===== src/rte_defs.svh =====
// What this block does
// [RQ1] start tests only while emulation paused
// [RQ2] mismatch flags failure with address, expected, observed
// [RQ3] simple pass success signals once, stops
// [RQ4] function 1: sequenced pattern write, read, once
// [RQ5] complete test failure carries step number
// [RQ6] function 2: loop simple test, count passes
// [RQ7] looping simple: report failure, continue next pass
// [RQ8] function 3: loop complete sequenced pattern
// [RQ9] looping complete: full report then continue
// [RQ10] looping tests end only on reset request
// [RQ11] sixteen-bit pass counter, zero first, wraps
// [RQ12] each bus cycle completes before next
`ifndef RTE_DEFS_SVH
`define RTE_DEFS_SVH
// ----------------------------------------
// widths and command codes
// ----------------------------------------
`define RTE_AW 20
`define RTE_DW 16
`define RTE_SW 8
`define RTE_PW 16
`define RTE_FN_SIMPLE 2'h0
`define RTE_FN_COMPLETE 2'h1
`define RTE_FN_SIMPLE_LOOP 2'h2
`define RTE_FN_COMPLETE_LOOP 2'h3
// walking-bit steps: 2 * data width
`define RTE_SIMPLE_STEPS 8'h20
// complete sequence: 4 march steps
`define RTE_COMPLETE_STEPS 8'h04
`endif


===== src/rte_pkg.sv =====
`default_nettype none
`include "rte_defs.svh"
package rte_pkg;
    // engine phases
    typedef enum logic [2:0] {RTE_IDLE, RTE_WRITE, RTE_READ, RTE_CHECK, RTE_NEXT} rte_state_e;
endpackage : rte_pkg
`default_nettype wire


===== src/rte_engine.sv =====
`timescale 1ns/1ps
`default_nettype none
`include "rte_defs.svh"
module rte_engine
    import rte_pkg::*;
(
    input wire logic MCLK, // 20 MHz clock
    input wire logic SRST, // sync reset, high
    input wire logic PAUSED, // emulation paused
    input wire logic START, // start pulse
    input wire logic [1:0] DIAG_FUNCTION_CMD, // function 0..3
    input wire logic [`RTE_AW-1:0] RANGE_LO, // first address
    input wire logic [`RTE_AW-1:0] RANGE_HI, // last address
    input wire logic RESET_REQ, // host terminate request
    output logic REFUSED, // start refused pulse
    output logic BUSY, // test running
    output logic [`RTE_AW-1:0] MEM_ADDR, // target address
    output logic [`RTE_DW-1:0] MEM_WDATA, // target write data
    output logic MEM_WE, // write when high
    output logic MEM_REQ, // cycle request
    input wire logic MEM_ACK, // cycle done
    input wire logic [`RTE_DW-1:0] MEM_RDATA, // read data
    output logic FAIL, // failure pulse
    output logic [`RTE_AW-1:0] FAIL_ADDR, // failing address
    output logic [`RTE_DW-1:0] FAIL_GOOD, // expected data
    output logic [`RTE_DW-1:0] FAIL_BAD, // observed data
    output logic [`RTE_SW-1:0] FAIL_SEQ, // step number
    output logic DONE_OK, // clean finish pulse
    output logic PASS_STB, // pass ended pulse
    output logic [`RTE_PW-1:0] PASS_COUNT // pass counter
);
    // ----------------------------------------
    // pattern generation
    // ----------------------------------------
    // walking pattern: ones shift in, then shift out
    function automatic logic [`RTE_DW-1:0] walk_pat(input logic [`RTE_SW-1:0] s);
        logic [`RTE_DW-1:0] ones;
        ones = {`RTE_DW{1'b1}};
        if (s < `RTE_DW) begin
            walk_pat = ~(ones >> (s + 8'h01));
        end else begin
            // second half: step 16 holds all ones, the last step keeps only bit 0
            // so bit 0 stays high through the whole second half
            walk_pat = ones >> (s - 8'h10);
        end
    endfunction : walk_pat
    // complete sequence: zeros, ones, alternating, inverse
    function automatic logic [`RTE_DW-1:0] seq_pat(input logic [`RTE_SW-1:0] s);
        case (s[1:0])
            2'h0: seq_pat = 16'h0000;
            2'h1: seq_pat = 16'hFFFF;
            2'h2: seq_pat = 16'h5555;
            default: seq_pat = 16'hAAAA;
        endcase
    endfunction : seq_pat

    rte_state_e state; // engine phase
    logic [1:0] func; // latched function
    logic [`RTE_AW-1:0] addr; // current address
    logic [`RTE_SW-1:0] step; // pattern step
    logic pass_fail; // mismatch seen this pass
    logic [`RTE_DW-1:0] exp_data; // expected value
    logic [`RTE_DW-1:0] rd_data; // captured read
    logic complete; // complete pattern family
    logic looping; // looping function
    logic [`RTE_SW-1:0] last_step; // final step index
    logic pass_end; // last check of the last step is behind us

    // ----------------------------------------
    // decode and bus outputs
    // ----------------------------------------
    // function code bit 0 picks the pattern family, bit 1 loops
    assign complete = func[0];
    assign looping = func[1];
    assign last_step = complete ? (`RTE_COMPLETE_STEPS - 8'h01) : (`RTE_SIMPLE_STEPS - 8'h01);
    assign pass_end = (state == RTE_NEXT) && (step == last_step);
    assign exp_data = complete ? seq_pat(step) : walk_pat(step);
    assign BUSY = (state != RTE_IDLE);
    assign MEM_ADDR = addr;
    assign MEM_WDATA = exp_data;
    assign MEM_WE = (state == RTE_WRITE);
    assign MEM_REQ = (state == RTE_WRITE) || (state == RTE_READ);

    // ----------------------------------------
    // sequencer
    // ----------------------------------------
    // each step writes the whole range then reads it back
    always_ff @(posedge MCLK) begin
        if (SRST) begin
            state <= RTE_IDLE;
            func <= 2'h0;
            addr <= '0;
            step <= '0;
            rd_data <= '0;
        // [RQ10] terminate on reset
        end else if (RESET_REQ) begin
            state <= RTE_IDLE;
        end else begin
            case (state)
                RTE_IDLE: begin
                    // [RQ1] paused-only start
                    if (START && PAUSED) begin
                        func <= DIAG_FUNCTION_CMD;
                        addr <= RANGE_LO;
                        step <= '0;
                        state <= RTE_WRITE;
                    end
                end
                // [RQ12] wait for handshake
                RTE_WRITE: begin
                    // a reversed range wraps past the top of the address space to address 0
                    if (MEM_ACK) begin
                        if (addr == RANGE_HI) begin
                            addr <= RANGE_LO;
                            state <= RTE_READ;
                        end else begin
                            addr <= addr + 1'b1;
                        end
                    end
                end
                // read data is only valid with the ack, so take it there
                RTE_READ: begin
                    if (MEM_ACK) begin
                        rd_data <= MEM_RDATA;
                        state <= RTE_CHECK;
                    end
                end
                // one idle bus cycle per compare keeps the report in step
                RTE_CHECK: begin
                    if (addr == RANGE_HI) begin
                        state <= RTE_NEXT;
                    end else begin
                        addr <= addr + 1'b1;
                        state <= RTE_READ;
                    end
                end
                RTE_NEXT: begin
                    addr <= RANGE_LO;
                    // [RQ4] all steps of pattern
                    if (step != last_step) begin
                        step <= step + 8'h01;
                        state <= RTE_WRITE;
                    // [RQ6] [RQ8] loop again
                    end else if (looping) begin
                        step <= '0;
                        state <= RTE_WRITE;
                    end else begin
                        // [RQ3] single pass stops
                        state <= RTE_IDLE;
                    end
                end
                default: state <= RTE_IDLE;
            endcase
        end
    end

    // ----------------------------------------
    // failure report
    // ----------------------------------------
    // report regs hold until the next failure
    always_ff @(posedge MCLK) begin
        if (SRST) begin
            FAIL <= 1'b0;
            FAIL_ADDR <= '0;
            FAIL_GOOD <= '0;
            FAIL_BAD <= '0;
            FAIL_SEQ <= '0;
            pass_fail <= 1'b0;
        end else begin
            FAIL <= 1'b0;
            if (state == RTE_IDLE || pass_end) begin
                pass_fail <= 1'b0;
            end
            // [RQ2] compare and report
            if (state == RTE_CHECK && rd_data != exp_data && !RESET_REQ) begin
                FAIL <= 1'b1;
                FAIL_ADDR <= addr;
                FAIL_GOOD <= exp_data;
                FAIL_BAD <= rd_data;
                // [RQ5] [RQ9] step number
                FAIL_SEQ <= complete ? step + 8'h01 : 8'h00;
                pass_fail <= 1'b1;
            end
        end
    end

    // ----------------------------------------
    // completion and pass count
    // ----------------------------------------
    // failures are reported before the pass strobe of that pass
    always_ff @(posedge MCLK) begin
        if (SRST) begin
            DONE_OK <= 1'b0;
            PASS_STB <= 1'b0;
            PASS_COUNT <= '0;
            REFUSED <= 1'b0;
        end else begin
            DONE_OK <= 1'b0;
            PASS_STB <= 1'b0;
            // a start while busy is ignored without a pulse
            REFUSED <= (state == RTE_IDLE) && START && !PAUSED;
            // [RQ11] clear at start
            if (state == RTE_IDLE && START && PAUSED) begin
                PASS_COUNT <= '0;
            end
            if (pass_end && !RESET_REQ) begin
                // [RQ3] success once
                if (!looping && !pass_fail) begin
                    DONE_OK <= 1'b1;
                end
                // [RQ7] report then continue
                if (looping) begin
                    PASS_STB <= 1'b1;
                end
            end
            // [RQ11] count after strobe, wraps
            if (PASS_STB) begin
                PASS_COUNT <= PASS_COUNT + 16'h0001;
            end
        end
    end
endmodule : rte_engine
`default_nettype wire


===== config.mk =====
export PLATFORM = sky130hd
export DESIGN_NAME = rte_engine
export DESIGN_NICKNAME = d
export VERILOG_FILES = /design/src/rte_pkg.sv /design/src/rte_engine.sv
export VERILOG_INCLUDE_DIRS = /design/src
export SDC_FILE = /design/constraint.sdc
export NUM_CORES = 1
export LEC_CHECK = 0
export ABC_AREA = 1
export BUFFER_PORTS_ARGS = -buffer_cell sky130_fd_sc_hd__buf_4
export CAP_MARGIN = 15
export CORE_ASPECT_RATIO = 0.5
export CORE_MARGIN = 3
export CORE_UTILIZATION = 40
export DETAILED_ROUTE_END_ITERATION = 16
export GPL_ROUTABILITY_DRIVEN = 0
export PLACE_DENSITY_LB_ADDON = 0.05
export REMOVE_ABC_BUFFERS = 1
export SLEW_MARGIN = 20
export SYNTH_ARGS = -nofsm -noshare
export SYNTH_HDL_FRONTEND = slang
export SYNTH_SLANG_ARGS = --single-unit
export TNS_END_PERCENT = 1

===== constraint.sdc =====
create_clock -name MCLK -period 3.2 [get_ports MCLK]
set_clock_uncertainty 0.1 [all_clocks]
set_input_delay 0.48 -clock MCLK [delete_from_list [all_inputs] [get_ports MCLK]]
set_output_delay 0.48 -clock MCLK [all_outputs]
set_load 0.05 [all_outputs]

Word level (Yosys, flattened, before mapping)
Index checks and enable logic that the tools add are counted.
{"block": "totals", "elab_cells": 99, "reg_bits": 130, "input_bits": 64}
{"block": "op_classes", "bitwise": 3, "add_sub_neg": 4, "muxes": 29, "order_cmp": 1, "shift": 2, "eq_ne": 16, "reduce_logical": 29}
{"op": "20-bit 2-to-1 mux", "count": 4}
{"op": "20-bit one-hot mux with 4 select lines", "count": 1}
{"op": "16-bit 2-to-1 mux", "count": 4}
{"op": "16-bit one-hot mux with 3 select lines", "count": 1}
{"op": "8-bit 2-to-1 mux", "count": 4}
{"op": "16-bit by 8-bit right shift with 16-bit output (first input constant)", "count": 2}
{"op": "20-bit by 1-bit adder with 20-bit output (second input constant)", "count": 1}
{"op": "20-bit equality test", "count": 1}
{"op": "16-bit by 1-bit adder with 16-bit output (second input constant)", "count": 1}
{"op": "16-bit != test", "count": 1}
{"op": "16-bit NOT", "count": 1}
{"op": "8-bit one-hot mux with 2 select lines", "count": 1}
{"op": "3-bit 2-to-1 mux", "count": 5}
{"op": "3-bit one-hot mux with 5 select lines", "count": 1}
{"op": "1-bit logical AND", "count": 9}
{"op": "8-bit by 1-bit adder with 8-bit output (second input constant)", "count": 1}
{"op": "8-bit by 5-bit equality test with 1-bit output", "count": 1}
{"op": "8-bit by 5-bit less-than comparator with 1-bit output (second input constant)", "count": 1}
{"op": "8-bit by 5-bit != test with 1-bit output", "count": 1}
{"op": "4-bit AND reduction", "count": 2}
{"op": "8-bit by 5-bit subtractor with 8-bit output (second input constant)", "count": 1}
{"op": "1-bit 2-to-1 mux", "count": 7}
{"op": "3-bit by 2-bit equality test with 1-bit output (second input constant)", "count": 2}
{"op": "2-bit != test (second input constant)", "count": 3}
{"op": "other kinds (18)", "count": 28}

Logic depth before layout (Yosys ltp)
{"block": "logic_depth", "word_depth": 9, "depth_mapped": 23, "mapped_depth_nobuf": 21}

Least setup slack after synthesis
Ideal clock, no wire load.
{"block": "synth_path", "kind": "reg2reg", "startpoint": "reg step[0]", "endpoint": "reg FAIL_ADDR[19]", "setup_time_ps": 113, "arrival_time_ps": 2892, "n_path_buf": 2, "required_ps": 2987, "stages_incl_launch_ff": 23, "path_slack_ps": 95, "path_cell_list": "dfxtp_1 ha_1 inv_2 nor2_2 nand3_1 nand2_1 nand2_1 nor2_4 nand3_1 nand2_1 nand2_1 nand2_1 nand2_1 nor2_1 nand2_1 nor2_2 nand3_2 nor2_4 nor2_4 buf_6 buf_6 nor2_2 nor2_1"}
{"block": "synth_via", "elab_chain_cells": 8}
{"element": "from (decl)", "line": "rte_engine.sv:60", "text": "logic [`RTE_SW-1:0] step;"}
{"element": "from (signal assigned)", "line": "rte_engine.sv:141", "text": "step <= step + 8'h01;"}
{"element": "8-bit by 1-bit adder with 8-bit output", "line": "rte_engine.sv:40", "text": "walk_pat = ~(ones >> (s + 8'h01));"}
{"element": "16-bit by 8-bit right shift with 16-bit output", "line": "rte_engine.sv:40"}
{"element": "16-bit NOT", "line": "rte_engine.sv:40"}
{"element": "16-bit 2-to-1 mux", "line": "rte_engine.sv:39", "text": "if (s < `RTE_DW) begin"}
{"element": "16-bit 2-to-1 mux (*)", "line": "rte_engine.sv:77", "text": "assign exp_data = complete ? seq_pat(step) : walk_pat(step);"}
{"element": "via MEM_WDATA[12]", "line": "rte_engine.sv:18", "text": "output logic [`RTE_DW-1:0] MEM_WDATA,"}
{"element": "16-bit != test (*)", "line": "rte_engine.sv:175", "text": "if (state == RTE_CHECK && rd_data != exp_data && !RESET_REQ) begin"}
{"element": "1-bit logical AND (*) (2 in a row)", "line": "rte_engine.sv:175"}
{"element": "to (signal assigned)", "line": "rte_engine.sv:177", "text": "FAIL_ADDR <= addr;"}
{"element": "to (decl)", "line": "rte_engine.sv:24", "text": "output logic [`RTE_AW-1:0] FAIL_ADDR,"}
Mark *: on every way through the listed nets, which the timed path passes. The rest lies on a longest branch.
A chain may end at the register's enable or synchronous reset.

Worst setup path after layout
{"block": "layout_path", "startpoint": "reg step[4]", "endpoint": "out MEM_WDATA[7]"}
{"block": "layout_via", "elab_chain_cells": 5}
{"element": "8-bit by 1-bit adder with 8-bit output", "line": "rte_engine.sv:40"}
{"element": "16-bit by 8-bit right shift with 16-bit output", "line": "rte_engine.sv:40"}
{"element": "16-bit NOT", "line": "rte_engine.sv:40"}
{"element": "16-bit 2-to-1 mux (*)", "line": "rte_engine.sv:39"}
{"element": "16-bit 2-to-1 mux (*)", "line": "rte_engine.sv:77"}
{"element": "to (decl)", "line": "rte_engine.sv:18"}
Mark *: on every way between the ends. The rest lies on a longest branch, timed or not.

==> out/metrics.yaml <==
power:
  p_leak_nw: 4.47
  ir_worst_vdd_mv: 0.400
  p_seq_share_pct: 31.6
  swShare_pct: 35.9
  power_frac_clock_pct: 37.9
  powerDensity_mw_per_mm2: 557
  p_int_w: 0.00349
  combPwrFrac_pct: 30.5
  p_switching_w: 0.00196
layout:
  layout.nets: 1406
  area_growth_pct: 31.5
  drive_gt1_share_pct: 23.5
  n_antenna_cell: 0
sta:
  rsz0062_at_grt: "no"
  post-route-period-util_pct: 93.7
  maxSlewHeadroom_pct: 34.6
  setup_tns_ns: 0
  slew_viol_final: 0
  finalHoldViolCount: 0
  setup_slack_ns: 0.201
  setup_violations: 0
  clock.fmax_mhz: 333
  worstMarginPinSlew_ns: 0.980
  fin_crit_ns: 3.00
grt:
  grt_overflow: 0
  antenna_found_initial: 0
  grt_pass1_vias: 7244
  grt_pass1_wl_um: 35900
  grt_usage_pct: 22.1
  grt_max_degree: 44
setup_path:
  crit_slowest_cell: "dfxtp_4"
  cp_common_cell: "nand2_2"
  cp_top_family: "simple AND/OR/NAND/NOR gates"
  end_kind: "output pin"
  cp_data_required_time_ns: 2.62
  critPathMaxFanout: 9
  path_buf_inv: 4
  cp.arrival_ns: 2.42
  slowest_delay_ns: 0.37
  path_cells: "inv_4, ha_2, nand2_2, nor2_4, nand2_2, nor2_4, inv_2, nor2_4, nor2_1, nand2_1, nand2_2, nand2_2, inv_1, buf_4"
  start_kind: "flip-flop"
  crit_type: "reg -> out"
cts:
  cts.htree.levels: 4
  clock_sinks: 130
  cts_tree: "built"
  clockBufferDepth: 2
  numCtsBuffers: 17
  cts_hold_buf: 0
  root_buffer: "clkbuf_16"
  clk_pin_slew_ns: 0.06
  clkLatencyLatePin_ns: 0.42
yosys:
  synth_edf_count: 0
  ys_types: 42
  syn_inst: 1161
  synth.avg_cell_area_um2: 6.41
  synth_warnings: 0
  synth-seq-area-share_pct: 35.0
  ys_ff_latch: 130
  synthesis.area_mm2: 0.00744
  ys.flop_type: "dfxtp_1"
  synthArstFlopShare_pct: 0
floorplanning:
  die_x_um: 199
  initial_core_util_pct: 41.8
  core_area_mm2: 0.0178
  fp.dieH_um: 102
  io_pins: 183
  row_count: 34
  dieArea_mm2: 0.0204
place:
  dpl_worst_slack_ns: 0.115
  hpwl_um: 17000
  port_buffers: 182
route:
  drc_errors: 0
  drt_iter0_markers: 370
  wire_per_inst_um: 14.6
  dr.pass1.iters: 5
  postRouteAntennaNets: 0
  vias: 7972
  wirelength_um: 23100
  viasPerCell: 5.04
run_status:
  status: "completed"
min_path:
  hold_path_class: "in -> reg"
job:
  drv_cap: 0
-- worst register-to-register path, cell delays in order (launching register included) --
cell and delay, ns:
dfxtp_2 0.38, inv_2 0.07, ha_2 0.31, nand2_1 0.06
nor2_2 0.14, nand3_1 0.16, nand2_1 0.13, nand2_1 0.06
nor2_1 0.13, nand2_1 0.10, nand2_1 0.17, xor2_1 0.10
nor2_1 0.16, nand3_1 0.10, nor2_1 0.13, nand2_2 0.09
buf_12 0.18, nand3_1 0.13, nand2_1 0.05, nor2_1 0.11
-- per-stage QoR --
step	instances	hold slack [ns]	utilization, %	instance area (um^2)	total power (W)
floorplan	1111	0.299	-	7210	0.00287
global placement	1546	0.312	51.0	9070	0.00335
detailed placement	1546	0.317	51.0	9070	0.00336
CTS	1578	0.111	54.5	9680	0.00542
global route	1582	0.121	55.0	9790	0.00571
finish	1582	0.120	55.0	9790	0.00545
-- placed cells by master (no fill, tap or decap), types with 2 or more instances in the layout --
cell | synthesis | layout
nand4_1 | 19 | 19
xor2_1 | 20 | 20
nor2_2 | 17 | 18
buf_12 | 0 | 4
ha_1 | 7 | 4
buf_4 | 1 | 198
clkbuf_16 | 0 | 17
xnor2_1 | 7 | 7
o211ai_1 | 17 | 17
clkinv_1 | 3 | 3
dfxtp_2 | 0 | 5
clkinv_2 | 0 | 4
a221oi_1 | 3 | 3
bufinv_16 | 0 | 3
o21ai_1 | 1 | 2
a211oi_1 | 11 | 11
nand2_1 | 268 | 263
o21ai_0 | 50 | 49
clkinv_4 | 0 | 2
inv_1 | 122 | 118
nand3_1 | 113 | 112
a21oi_1 | 57 | 57
or2_2 | 12 | 12
nand3_2 | 2 | 3
nor4_1 | 3 | 3
ha_2 | 0 | 2
nand2_2 | 8 | 13
nor2_1 | 189 | 186
buf_6 | 4 | 3
clkbuf_8 | 0 | 4
nor3_1 | 21 | 21
inv_2 | 8 | 11
a22oi_1 | 2 | 2
a311oi_1 | 2 | 2
nor2_4 | 7 | 9
clkbuf_1 | 32 | 2
dfxtp_1 | 130 | 124
a21oi_2 | 2 | 2
-- power groups by stage --
| stage | Combinational, W | Sequential [W] | Clock (W) |
|---|---|---|---|
| after CTS | 0.00162 | 0.00172 | 0.00208 |
| after global routing | 0.00182 | 0.00173 | 0.00216 |
| after global placement | 0.00160 | 0.00175 | 0 |
| after detailed placement | 0.00161 | 0.00175 | 0 |
| after floorplan | 0.00103 | 0.00184 | 0 |
| final | 0.00166 | 0.00172 | 0.00206 |
-- per-layer routing --
layer	vias to the layer above	global-route usage, %	wire length (um)
li1	4074	-	-
met1	3667	28.7	10900
met2	207	37.0	10600
met3	24	5.57	1380
met4	0	5.88	264
met5	-	0	0
-- final cells by class --
class	count	area, um^2
clock buffers	23	488
clock inverters	9	128
fillers	1799	8000
inverters	133	502
multi-input cells	848	4160
flip-flops and latches	130	2610
well taps	234	293
repair buffers	205	1600
-- cell usage after synthesis, types with 8 or more instances --
cell type | n | area, um^2
nand2_1 | 268 | 1010
clkbuf_1 | 32 | 120
nand3_1 | 113 | 566
dfxtp_1 | 130 | 2600
nor3_1 | 21 | 105
nor2_2 | 17 | 106
inv_1 | 122 | 458
o211ai_1 | 17 | 128
a211oi_1 | 11 | 82.6
nor2_1 | 189 | 709
xor2_1 | 20 | 175
buf_2 | 11 | 55.1
o21ai_0 | 50 | 250
nand2_2 | 8 | 50.1
nand4_1 | 19 | 119
inv_2 | 8 | 30.0
or2_2 | 12 | 75.1
a21oi_1 | 57 | 285
-- sequential cells by signal, indices dropped and copies added (netlist names) --
name	cells
PASS_COUNT	16
func	2
MEM_ADDR	20
pass_fail	1
FAIL_SEQ	8
FAIL	1
step	8
FAIL_ADDR	20
rd_data	16
REFUSED	1
FAIL_BAD	16
FAIL_GOOD	16
PASS_STB	1
state	3
DONE_OK	1
-- logic make-up (layout without fill, tap and decap cells) --
kind of cell	after synthesis	in the layout	share of synthesized area (%)
and+or+nand+nor	661	661	38.7
xor gates and xnor gates	28	28	3.40
AOI/OAI and AO/OA	152	152	11.8
DFF	130	130	35.0
buffers and inverters	183	370	9.87
adders and majority gates	7	7	1.18
-- repair_timing --
item                       in CTS  in global routing
pin swaps                       0                  3
buffers inserted                0                  4
setup endpoints to repair       3                 75
resized for setup               1                 27
-- final timing paths --
check / startpoint / to / slack [ns] / depth (start not counted)
worst max-delay path: step[4] / MEM_WDATA[7] / 0.20 / 14
worst min-delay path: PAUSED / REFUSED / 0.12 / 2
worst max register to register: step[5] / FAIL_ADDR[2] / 0.28 / 19
worst min register to register: pass_fail / DONE_OK / 0.34 / 1
No activity file was read; power rests on OpenSTA's default activity.
